`config.mk`:
```
export PLATFORM = sky130hd
export DESIGN_NAME = toc_timer_output
export DESIGN_NICKNAME = d
export VERILOG_FILES = /design/src/hdl/toc_pkg.sv /design/src/hdl/toc_timer_output.sv
export SDC_FILE = /design/constraint.sdc
export NUM_CORES = 1
export LEC_CHECK = 0
export BUFFER_PORTS_ARGS = -buffer_cell sky130_fd_sc_hd__buf_2
export CAP_MARGIN = 40
export CORE_MARGIN = 1
export CORE_UTILIZATION = 55
export DETAILED_ROUTE_END_ITERATION = 16
export GPL_TIMING_DRIVEN = 0
export PLACE_DENSITY = 0.79
export SLEW_MARGIN = 15
export SYNTH_ARGS = -nofsm -noshare
export SYNTH_HDL_FRONTEND = slang
export SYNTH_SLANG_ARGS = --single-unit
```
`constraint.sdc`:
```
create_clock -name i_clk_sys -period 4 [get_ports i_clk_sys]
set_clock_uncertainty 0.1 [all_clocks]
set_input_delay 0 -clock i_clk_sys [delete_from_list [all_inputs] [get_ports i_clk_sys]]
set_output_delay 0 -clock i_clk_sys [all_outputs]
set_load 0.01 [all_outputs]
```
`src/hdl/toc_pkg.sv`:
```
/*
 constants and types shared by the timer output configuration block.
 assumes a single 200 MHz system clock.
*/
package toc_pkg;
	localparam int CLK_HZ = 200_000_000;
	localparam int TICK_FINE_MS10 = 1;
	localparam int TICK_COARSE_MS10 = 10;
	localparam longint CYC_FINE = longint'(CLK_HZ) * TICK_FINE_MS10 / 100;
	localparam longint CYC_COARSE = longint'(CLK_HZ) * TICK_COARSE_MS10 / 100;
	localparam logic [15:0] DUR_MIN = 16'h0001;
	localparam logic [15:0] DUR_MAX = 16'h270F;
	localparam int VAL_W = 32;
	localparam int DUR_W = 16;
	localparam int NOUT = 2;
	localparam logic [VAL_W-1:0] TIMER_RST_VAL = 32'h0000_0000;
	typedef enum logic [1:0] {
		TOC_ACC_LOCKED = 2'b00,
		TOC_ACC_PROT = 2'b01,
		TOC_ACC_VIEW = 2'b10,
		TOC_ACC_FULL = 2'b11
	} toc_access_t;
	typedef enum logic [1:0] {
		TOC_PU_OFF = 2'b00,
		TOC_PU_ON = 2'b01,
		TOC_PU_PREV = 2'b10
	} toc_powerup_t;
	typedef enum logic [1:0] {
		TOC_OP_LATCHED = 2'b00,
		TOC_OP_TIMED = 2'b01,
		TOC_OP_OFF_AT_O2 = 2'b10
	} toc_opmode_t;
endpackage : toc_pkg

```
`src/hdl/toc_timer_output.sv`:
```
/*
 preset compare, timed outputs, polarity, power-up state, preset tracking and access visibility.
 assumes the operating-mode sequencer supplies timer value, reset and mode bits; one clock.
*/
`timescale 1ns/100ps
module toc_timer_output
	import toc_pkg::*;
#(
	parameter int DUAL = 1,
	parameter longint TICK_CYC_FINE = toc_pkg::CYC_FINE,
	parameter longint TICK_CYC_COARSE = toc_pkg::CYC_COARSE
)(
	input wire logic i_clk_sys,
	input wire logic i_sys_rst,
	input wire logic i_powerup,
	input wire logic i_powerup_reset_en,
	input wire logic [toc_pkg::VAL_W-1:0] i_saved_timer,
	input wire logic [toc_pkg::VAL_W-1:0] i_timer_value,
	input wire logic i_timer_reset,
	input wire logic i_reset_to_preset,
	input wire logic i_output_reset,
	input wire logic i_output_resolution_sel,
	input wire logic [toc_pkg::NOUT-1:0] i_output_polarity_invert,
	input wire logic [toc_pkg::NOUT-1:0] i_indicator_polarity_invert,
	input wire logic [3:0] i_output_powerup_state,
	input wire logic [3:0] i_output_operation_mode,
	input wire logic [toc_pkg::NOUT-1:0] i_saved_output,
	input wire logic [3:0] i_preset_access_level,
	input wire logic [3:0] i_time_access_level,
	input wire logic i_prog_disabled,
	input wire logic i_track_en,
	input wire logic i_preset_wr1,
	input wire logic i_preset_wr2,
	input wire logic [toc_pkg::VAL_W-1:0] i_preset_wdata,
	input wire logic [toc_pkg::NOUT-1:0] i_dur_wr,
	input wire logic [toc_pkg::DUR_W-1:0] i_dur_wdata,
	output logic o_timer_load,
	output logic [toc_pkg::VAL_W-1:0] o_timer_load_val,
	output logic [toc_pkg::VAL_W-1:0] o_preset1,
	output logic [toc_pkg::VAL_W-1:0] o_preset2,
	output logic [toc_pkg::DUR_W-1:0] o_dur1,
	output logic [toc_pkg::DUR_W-1:0] o_dur2,
	output logic [toc_pkg::NOUT-1:0] o_output,
	output logic [toc_pkg::NOUT-1:0] o_indicator,
	output logic [3:0] o_main_show,
	output logic [3:0] o_main_edit,
	output logic [3:0] o_prot_show
);
	import toc_pkg::*;

	////////////////////////////////////////////////////////////////
	// timer restore or clear at power-up
	always_ff @(posedge i_clk_sys)
	begin
		if (i_sys_rst)
		begin
			o_timer_load <= 1'b0;
			o_timer_load_val <= TIMER_RST_VAL;
		end
		else
		begin
			o_timer_load <= i_powerup;
			if (i_powerup)
				o_timer_load_val <= i_powerup_reset_en ? TIMER_RST_VAL : i_saved_timer;
		end
	end

	////////////////////////////////////////////////////////////////
	// presets with tracking offset
	logic [VAL_W-1:0] offset;
	always_ff @(posedge i_clk_sys)
	begin
		if (i_sys_rst)
		begin
			o_preset1 <= '0;
			o_preset2 <= '0;
			offset <= '0;
		end
		else if (i_preset_wr1)
		begin
			o_preset1 <= i_preset_wdata;
			offset <= o_preset2 - i_preset_wdata;
		end
		else if (i_preset_wr2 && DUAL != 0)
		begin
			o_preset2 <= i_preset_wdata;
			if (i_track_en)
				o_preset1 <= i_preset_wdata - offset;
			else
				offset <= i_preset_wdata - o_preset1;
		end
	end

	////////////////////////////////////////////////////////////////
	// duration values, clamped to the tick range
	function automatic logic [DUR_W-1:0] clamp_dur(input logic [DUR_W-1:0] v);
		clamp_dur = (v < DUR_MIN) ? DUR_MIN : ((v > DUR_MAX) ? DUR_MAX : v);
	endfunction : clamp_dur

	always_ff @(posedge i_clk_sys)
	begin
		if (i_sys_rst)
		begin
			o_dur1 <= DUR_MIN;
			o_dur2 <= DUR_MIN;
		end
		else
		begin
			if (i_dur_wr[0])
				o_dur1 <= clamp_dur(i_dur_wdata);
			if (i_dur_wr[1])
				o_dur2 <= clamp_dur(i_dur_wdata);
		end
	end

	////////////////////////////////////////////////////////////////
	// resolution tick divider, shared by all outputs
	// sized for the slower tick; a fine tick longer than the coarse one would be cut short
	localparam int DIV_W = $clog2(TICK_CYC_COARSE + 1);
	logic [DIV_W-1:0] div_cnt;
	logic tick;
	logic [DIV_W-1:0] div_top;
	assign div_top = i_output_resolution_sel ? DIV_W'(TICK_CYC_COARSE - 1) : DIV_W'(TICK_CYC_FINE - 1);
	assign tick = (div_cnt >= div_top);
	always_ff @(posedge i_clk_sys)
	begin
		if (i_sys_rst)
			div_cnt <= '0;
		else if (tick)
			div_cnt <= '0;
		else
			div_cnt <= div_cnt + 1'b1;
	end

	////////////////////////////////////////////////////////////////
	// per-output logical state and duration counter
	logic [NOUT-1:0] act;
	logic [NOUT-1:0] hit;
	logic [NOUT-1:0] hit_d;
	logic [DUR_W-1:0] dcnt [NOUT];
	logic [DUR_W-1:0] dur [NOUT];
	logic [VAL_W-1:0] pre [NOUT];
	assign dur[0] = o_dur1;
	assign dur[1] = o_dur2;
	assign pre[0] = o_preset1;
	assign pre[1] = o_preset2;

	genvar g;
	generate
		for (g = 0; g < NOUT; g++)
		begin : g_out
			logic [1:0] pu;
			logic [1:0] mode;
			logic en;
			assign pu = i_output_powerup_state[2*g+:2];
			assign mode = i_output_operation_mode[2*g+:2];
			assign en = (g == 0) || (DUAL != 0);
			// preset reached, or zero in reset-to-preset modes
			assign hit[g] = en && (i_reset_to_preset ? (i_timer_value == '0) : (i_timer_value == pre[g]));

			always_ff @(posedge i_clk_sys)
			begin
				if (i_sys_rst)
				begin
					act[g] <= 1'b0;
					// an equality already standing at reset or power-up is not a new preset event
					hit_d[g] <= 1'b1;
					dcnt[g] <= '0;
				end
				else if (i_powerup)
				begin
					hit_d[g] <= hit[g];
					dcnt[g] <= '0;
					unique case (pu)
						TOC_PU_ON: act[g] <= en;
						TOC_PU_PREV: act[g] <= en && (mode == TOC_OP_LATCHED) && i_saved_output[g];
						default: act[g] <= 1'b0;
					endcase
				end
				else if (i_timer_reset || i_output_reset)
				begin
					act[g] <= 1'b0;
					hit_d[g] <= 1'b0;
					dcnt[g] <= '0;
				end
				else
				begin
					hit_d[g] <= hit[g];
					if (hit[g] && !hit_d[g])
					begin
						act[g] <= 1'b1;
						dcnt[g] <= '0;
					end
					else if (g == 0 && DUAL != 0 && mode == TOC_OP_OFF_AT_O2 && hit[NOUT-1])
						act[g] <= 1'b0;
					else if (act[g] && mode == TOC_OP_TIMED && tick)
					begin
						if (dcnt[g] + 1'b1 >= dur[g])
						begin
							act[g] <= 1'b0;
							dcnt[g] <= '0;
						end
						else
							dcnt[g] <= dcnt[g] + 1'b1;
					end
				end
			end

			// polarity and indicator; reversal is per output
			assign o_output[g] = act[g] ^ (en & i_output_polarity_invert[g]);
			assign o_indicator[g] = o_output[g] ^ i_indicator_polarity_invert[g];

			// visibility for the preset (index g) and output time (index 2+g)
			toc_access_t pa;
			toc_access_t ta;
			assign pa = toc_access_t'(i_preset_access_level[2*g+:2]);
			assign ta = toc_access_t'(i_time_access_level[2*g+:2]);
			assign o_main_show[g] = en && (pa == TOC_ACC_VIEW || pa == TOC_ACC_FULL);
			assign o_main_edit[g] = en && (pa == TOC_ACC_FULL || (pa == TOC_ACC_VIEW && !i_prog_disabled));
			assign o_prot_show[g] = en && (pa == TOC_ACC_PROT || pa == TOC_ACC_VIEW);
			assign o_main_show[2+g] = en && (ta == TOC_ACC_VIEW || ta == TOC_ACC_FULL);
			assign o_main_edit[2+g] = en && (ta == TOC_ACC_FULL || (ta == TOC_ACC_VIEW && !i_prog_disabled));
			assign o_prot_show[2+g] = en && (ta == TOC_ACC_PROT || ta == TOC_ACC_VIEW);
		end
	endgenerate

	////////////////////////////////////////////////////////////////
	// checks
	a_powerup_clear: assert property (@(posedge i_clk_sys) disable iff (i_sys_rst)
		i_powerup && i_powerup_reset_en |=> o_timer_load && o_timer_load_val == TIMER_RST_VAL)
		else $error("timer not cleared at power-up");
	a_powerup_restore: assert property (@(posedge i_clk_sys) disable iff (i_sys_rst)
		i_powerup && !i_powerup_reset_en |=> o_timer_load_val == $past(i_saved_timer))
		else $error("saved timer not restored");
	a_track_offset: assert property (@(posedge i_clk_sys) disable iff (i_sys_rst)
		i_preset_wr2 && !i_preset_wr1 && i_track_en |=> o_preset2 - o_preset1 == $past(offset))
		else $error("tracking offset lost");
	a_track_edit: assert property (@(posedge i_clk_sys) disable iff (i_sys_rst)
		i_preset_wr1 |=> offset == o_preset2 - o_preset1)
		else $error("preset 1 edit did not set offset");
	a_dur_range: assert property (@(posedge i_clk_sys) disable iff (i_sys_rst)
		o_dur1 >= DUR_MIN && o_dur1 <= DUR_MAX && o_dur2 >= DUR_MIN && o_dur2 <= DUR_MAX)
		else $error("duration out of range");
	a_out1_on_hit: assert property (@(posedge i_clk_sys) disable iff (i_sys_rst)
		hit[0] && !hit_d[0] && !i_powerup && !i_timer_reset && !i_output_reset |=> act[0])
		else $error("output 1 not activated at preset");
	a_out2_on_hit: assert property (@(posedge i_clk_sys) disable iff (i_sys_rst)
		hit[1] && !hit_d[1] && !i_powerup && !i_timer_reset && !i_output_reset |=> act[1])
		else $error("output 2 not activated at preset");
	a_timed_expire: assert property (@(posedge i_clk_sys) disable iff (i_sys_rst)
		act[0] && i_output_operation_mode[1:0] == TOC_OP_TIMED && tick && dcnt[0] + 1'b1 >= dur[0]
		&& !(hit[0] && !hit_d[0]) && !i_powerup |=> !act[0])
		else $error("timed output 1 not ended");
	a_pu_off: assert property (@(posedge i_clk_sys) disable iff (i_sys_rst)
		i_powerup && i_output_powerup_state[1:0] == TOC_PU_OFF |=> !act[0])
		else $error("output 1 not off after power-up");
	a_pu_on: assert property (@(posedge i_clk_sys) disable iff (i_sys_rst)
		i_powerup && i_output_powerup_state[1:0] == TOC_PU_ON |=> act[0])
		else $error("output 1 not on after power-up");
	a_pu_prev: assert property (@(posedge i_clk_sys) disable iff (i_sys_rst)
		i_powerup && i_output_powerup_state[1:0] == TOC_PU_PREV
		|=> act[0] == ($past(i_output_operation_mode[1:0]) == TOC_OP_LATCHED && $past(i_saved_output[0])))
		else $error("output 1 previous state not restored");
	a_reset_off: assert property (@(posedge i_clk_sys) disable iff (i_sys_rst)
		i_timer_reset && !i_powerup |=> act == '0)
		else $error("outputs not reset");
	a_out_reset_off: assert property (@(posedge i_clk_sys) disable iff (i_sys_rst)
		i_output_reset && !i_powerup |=> act == '0)
		else $error("outputs not reset by output reset");
	a_indicator_pol: assert property (@(posedge i_clk_sys) disable iff (i_sys_rst)
		o_indicator[0] == (act[0] ^ i_output_polarity_invert[0] ^ i_indicator_polarity_invert[0]))
		else $error("indicator polarity wrong");
	a_locked_hidden: assert property (@(posedge i_clk_sys) disable iff (i_sys_rst)
		i_preset_access_level[1:0] == TOC_ACC_LOCKED |-> !o_main_show[0] && !o_prot_show[0])
		else $error("locked preset visible");
	a_prot_only: assert property (@(posedge i_clk_sys) disable iff (i_sys_rst)
		i_preset_access_level[1:0] == TOC_ACC_PROT |-> !o_main_show[0] && !o_main_edit[0] && o_prot_show[0])
		else $error("protected preset access wrong");
	a_view_readonly: assert property (@(posedge i_clk_sys) disable iff (i_sys_rst)
		i_preset_access_level[1:0] == TOC_ACC_VIEW && i_prog_disabled |-> o_main_show[0] && !o_main_edit[0])
		else $error("view-only preset editable at main display");
	a_full_main: assert property (@(posedge i_clk_sys) disable iff (i_sys_rst)
		i_preset_access_level[1:0] == TOC_ACC_FULL |-> o_main_show[0] && o_main_edit[0] && !o_prot_show[0])
		else $error("full access preset wrong");
	a_time_locked: assert property (@(posedge i_clk_sys) disable iff (i_sys_rst)
		i_time_access_level[1:0] == TOC_ACC_LOCKED |-> !o_main_show[2] && !o_main_edit[2] && !o_prot_show[2])
		else $error("locked output time visible");
endmodule : toc_timer_output
```
# Word-level counts from Yosys, hierarchy flattened
# Memory sizes are Yosys's and may differ from the RTL's.
# Cells that the tools add are included.
# totals
regBits,190
ram_bits,32
input_bits,148
output_inout_bits,145
wordCells,193
mem_count,1
# mem_list
name,words,word_bits,rd,rd_ports_with_merged_regs,write_ports,line,rtl
dcnt,2,16,2,0,2,toc_timer_output.sv:140,logic [DUR_W-1:0] dcnt [NOUT];
# op_classes
n_addsub,6
magnitude_cmp,5
n_eq_ne,22
muxes,88
bitwise_logic,15
reduce_logical,44
# op_table
operator,count
$mux 32,7
$mux 16,12
$sub 32x32->32,3
$mux 1,66
$eq 32x32->1,2
$add 16x1->16 const B,2
$ge 16x16->1,2
$logic_not 32->1,1
$add 25x1->25 const B,1
$ge 25x25->1,1
$mux 25,1
$eq 2x2->1 const B,11
$eq 2x1->1 const B,8
$gt 16x14->1 const B,1
$lt 16x1->1 const B,1
$logic_and 1x1->1,13
$logic_or 1x1->1,13
$or 1x1->1,10
$reduce_and 2->1,5
$reduce_bool 5->1,2
$reduce_bool 4->1,2
$logic_not 2->1,2
$pmux 1 s2,2
$reduce_bool 2->1,2
5 further kinds,10

# Logic depth before layout (Yosys ltp)
# An unclocked memory read counts as a cell.
# logic_depth
depth_word,13
ltp_mapped,16
depth_no_buf,16

# Worst setup path after synthesis
# No wires, ideal clock.
# synth_path
path_type,reg2reg
from,memory dcnt[1][2]
to,memory dcnt[1][10] (data pin)
setup_ns,0.140
arrival_time_ns,3.104
required_ns,3.760
slack_ns,0.656
stages_incl_launch_ff,17
n_path_buf,1
period_less_slack_ns,3.344
cell_sequence,edfxtp_1 -> nand3_1 -> nor2_1 -> nand2_1 -> nor2_1 -> nand2_1 -> or2_2 -> nor2_1 -> xor2_1 -> ha_1 -> a21o_1 -> a21o_1 -> a221oi_1 -> o221a_2 -> nand4_1 -> buf_2 -> nor2b_1
# synth_rtl
element,line
start: declaration,toc_timer_output.sv:140

# Worst setup path in the final report
# layout_path
from,register o_preset2[0] (netlist bit)
to,register offset[28]
# layout_via
elab_chain_len,2
# layout_lines
element,line,rtl
start: declaration,toc_timer_output.sv:40,"output logic [toc_pkg::VAL_W-1:0] o_preset2,"
start signal: assignment,toc_timer_output.sv:86,o_preset2 <= i_preset_wdata;
$sub 32x32->32,toc_timer_output.sv:82,offset <= o_preset2 - i_preset_wdata;
$mux 32,toc_timer_output.sv:79,else if (i_preset_wr1)
end signal: assignment,toc_timer_output.sv:82,
end signal: assignment,toc_timer_output.sv:90,offset <= i_preset_wdata - o_preset1;
end: declaration,toc_timer_output.sv:70,logic [VAL_W-1:0] offset;
# No other way between the ends.
# A chain may end at the register's enable or synchronous reset.

==> flow_metrics.env <==
export IMPL_stdcell_area_um2=20200
export IMPL_grt_pass1_wl_um=91700
export IMPL_status="finished clean"
export IMPL_r2r_end="offset[28]"
export IMPL_wl_per_cell_um=20.9
export IMPL_drt_pass1_iter_count=6
export IMPL_place_hpwl_um=43500
export IMPL_hold_depth=5
export IMPL_drive_gt1_share_pct=15.5
export IMPL_cts_sinks=222
export IMPL_track_usage_pct=38.5
export IMPL_synth_top_flop_cell="dfxtp_1"
export IMPL_dpl_instance_area_um2=18000
export IMPL_synthAdderAreaFrac_pct=12.0
export IMPL_drt_wl_total_um=59800
export IMPL_drcViolationCount=0
export IMPL_hp_start="i_powerup_reset_en"
export IMPL_finalCritPeriodShare_pct=97.3
export IMPL_worst_setup_path_end_kind="flip-flop"
export IMPL_cts_buffers=26
export IMPL_die_x_um=173
export IMPL_r2r_start="o_preset2[0]"
export IMPL_dieArea_um2=30000
export IMPL_setup_viol=0
export IMPL_ios=293
export IMPL_synth_seq_cells=222
export IMPL_h_tree_depth=1
export IMPL_antenna_left=0
export IMPL_yosys_area_share_xor_xnor_pct=10.6
export IMPL_dieHeight_um=173
export IMPL_seq_area_frac_synth_pct=29.6
export IMPL_antenna_found_initial=0
export IMPL_synth_compound_gate_area_share_pct=20.8
export IMPL_nets=2757
export IMPL_tns_ns=0
export IMPL_finalCriticalPeriod_ns=3.89
export IMPL_fillers=2264
export IMPL_netlist_top_cells_count="nor2_1, a21oi_1, dfxtp_1, inv_1, ha_1"
export IMPL_synth_cell_types=81
export IMPL_yosys_area_top_type="dfxtp_1"
export IMPL_cap_violations=0
export IMPL_clock_fmax_mhz=257
export IMPL_ys_async_sr_fraction_pct=0
export IMPL_rr_worst_depth=13
export IMPL_irDropWorstVdd_mv=0.318
export IMPL_yosysMostFrequentCell="nor2_1"
export IMPL_synthCells=2009
export IMPL_postLayoutCoreUtil_pct=70.2
export IMPL_port_buffers=289
export IMPL_cp_startpoint="o_preset2[0]"
export IMPL_insertion_delay_ns=0.56
export IMPL_synth_area_top_cells="dfxtp_1, ha_1, a21oi_1, edfxtp_1, xnor2_1"
export IMPL_synthToLayoutAreaGrowth_pct=25.4
export IMPL_cts_tree="done"
export IMPL_root_buffer="clkbuf_16"
export IMPL_viasPerCell=6.16
export IMPL_clock_path_buffers=3
export IMPL_r2r_setup_slack_ns=0.11
export IMPL_grt_max_degree=17
export IMPL_startpoint_type="flip-flop"
export IMPL_core_rowCount=62
export IMPL_leakage_nw=8.97
export IMPL_report_final_slew_viol_count=0
export IMPL_cp_max_fo=4
export IMPL_overflow=0
export IMPL_synth_top_area_share_pct=23.6
export IMPL_tightest_slew_ns=0.891
export IMPL_arrival_ns=4.29
export IMPL_core_um2=28800
export IMPL_hold_violations=0
export IMPL_ys_warn_count=0
export IMPL_start_util_pct=56.0
export IMPL_hold_path_class="in2reg"
export IMPL_synth_edf_count=32
export IMPL_antenna_cells=0
export IMPL_yosys_area_share_simple_pct=20.8
export IMPL_synth_top_family_by_area="compound AO/OA/AOI/OAI gates"
export IMPL_min_to="o_timer_load_val[3]"
export IMPL_p_per_area_nw_per_um2=338
export IMPL_netlist_area_um2=16100
export IMPL_pre_cts_slack_ns=0.191
export IMPL_syn_num_nets=2310
export IMPL_worstSetupPathType="reg2reg"
export IMPL_maxSlewHeadroom_pct=39.8
export IMPL_dr_total_vias=17600
export IMPL_fin_ws_ns=0.109
export IMPL_place_gp_congestion=1.02
export IMPL_syn_area_per_cell_um2=8.02
export IMPL_clk_pin_slew_ns=0.07
export IMPL_grt_pass1_vias=17000
export IMPL_hold_worst_slack_ns=0.0878
export IMPL_required_ns=4.40
export IMPL_muxShareOfSynthArea_pct=0.575
export IMPL_drt_iter0_drc=1885
flip-flops by register name (all words and copies together), names as in the netlist:
register / flops
o_preset1: 32
o_dur2: 16
dcnt: 32
o_dur1: 16
div_cnt: 25
hit_d: 2
o_timer_load_val: 32
o_timer_load: 1
act: 2
o_preset2: 32
offset: 32
through the flow:
stage          power, mW  std cells
2_1_floorplan       3.71       2009
3_3_place_gp        4.26       2682
3_5_place_dp        4.30       2682
4_1_cts             6.71       2856
5_1_grt             7.06       2860
6_report            6.82       2860
worst max path at each step:
stage / endpoint / slack [ns]
5_1_grt: dcnt[1][8] / -0.02
6_report: offset[28] / 0.11
3_3_place_gp: dcnt[1][7] / 0.25
4_1_cts: act[1] / 0.07
2_1_floorplan: dcnt[1][10] / 0.66
3_5_place_dp: dcnt[1][8] / 0.19
where the power goes:
group / internal [mW] / switching (mW)
Sequential: 2.37 / 0.118
Clock: 1.37 / 1.01
Combinational: 0.806 / 1.14
Total: 4.55 / 2.27
layer usage:
layer	global-route usage, %	share of wire (%)
met3	7.26	9.9
met5	0	0
met1	46.2	38
met2	64.8	46
met4	21.4	6.0
final cells by class:
| class | instances | area (µm²) | share of cell area, % |
|---|---|---|---|
| plain buffers | 80 | 312 | 1.54 |
| clock buffers | 44 | 808 | 4.00 |
| clock inverters | 4 | 31.3 | 0.155 |
| inverters | 160 | 601 | 2.97 |
| multi-input cells | 1547 | 10500 | 51.8 |
| flip-flops and latches | 222 | 4760 | 23.6 |
| well taps | 384 | 480 | 2.38 |
| repair buffers | 419 | 2740 | 13.5 |
worst max-delay path, cell delays in order (launching register included):
cell and delay, ns:
dfxtp_1 0.51, inv_1 0.08, ha_1 0.23, fa_1 0.40, nand2b_1 0.20, a21oi_1 0.27
a41o_1 0.23, a211oi_2 0.16, o31ai_1 0.55, a21oi_2 0.19, o211ai_2 0.27, a31oi_1 0.13
xnor2_1 0.33, o211a_1 0.19
repair_timing:
item | CTS | global route
buffers inserted | 0 | 5
hold buffers | 126 | 0
setup endpoints to repair | 0 | 23
endpoints found under the hold margin | 145 | 0
gates resized for setup | 0 | 9
cell families (layout without fill, tap and decap cells):
group           count (synthesis)  in the layout
mux                             9              9
flops                         222            222
simple gates                  690            690
xor+xnor                      195            195
compound gates                500            500
buf+inv                       240            707
fa+ha+maj                     153            153
placed cells by master, fill, tap and decap left out, drive strengths merged, types with 5 or more instances in the layout:
master	netlist	final
a211oi	48	48
a21o	51	51
a21oi	195	195
a221oi	29	29
a31oi	13	13
and2	9	9
and3	22	22
buf	11	305
clkbuf	69	113
clkinv	1	5
dfxtp	190	190
dlygate4sd3	0	125
edfxtp	32	32
ha	150	150
inv	159	159
mux2i	7	7
nand2	143	143
nand2b	30	30
nand3	63	63
nand4	26	26
nor2	203	203
nor2b	86	86
nor3	53	53
nor4	20	20
o211a	6	6
o211ai	12	12
o21a	19	19
o21ai	63	63
o21bai	5	5
o31a	8	8
o31ai	7	7
or2	10	10
or3	7	7
xnor2	107	107
xor2	88	88
(Power assumes the default switching activity.)
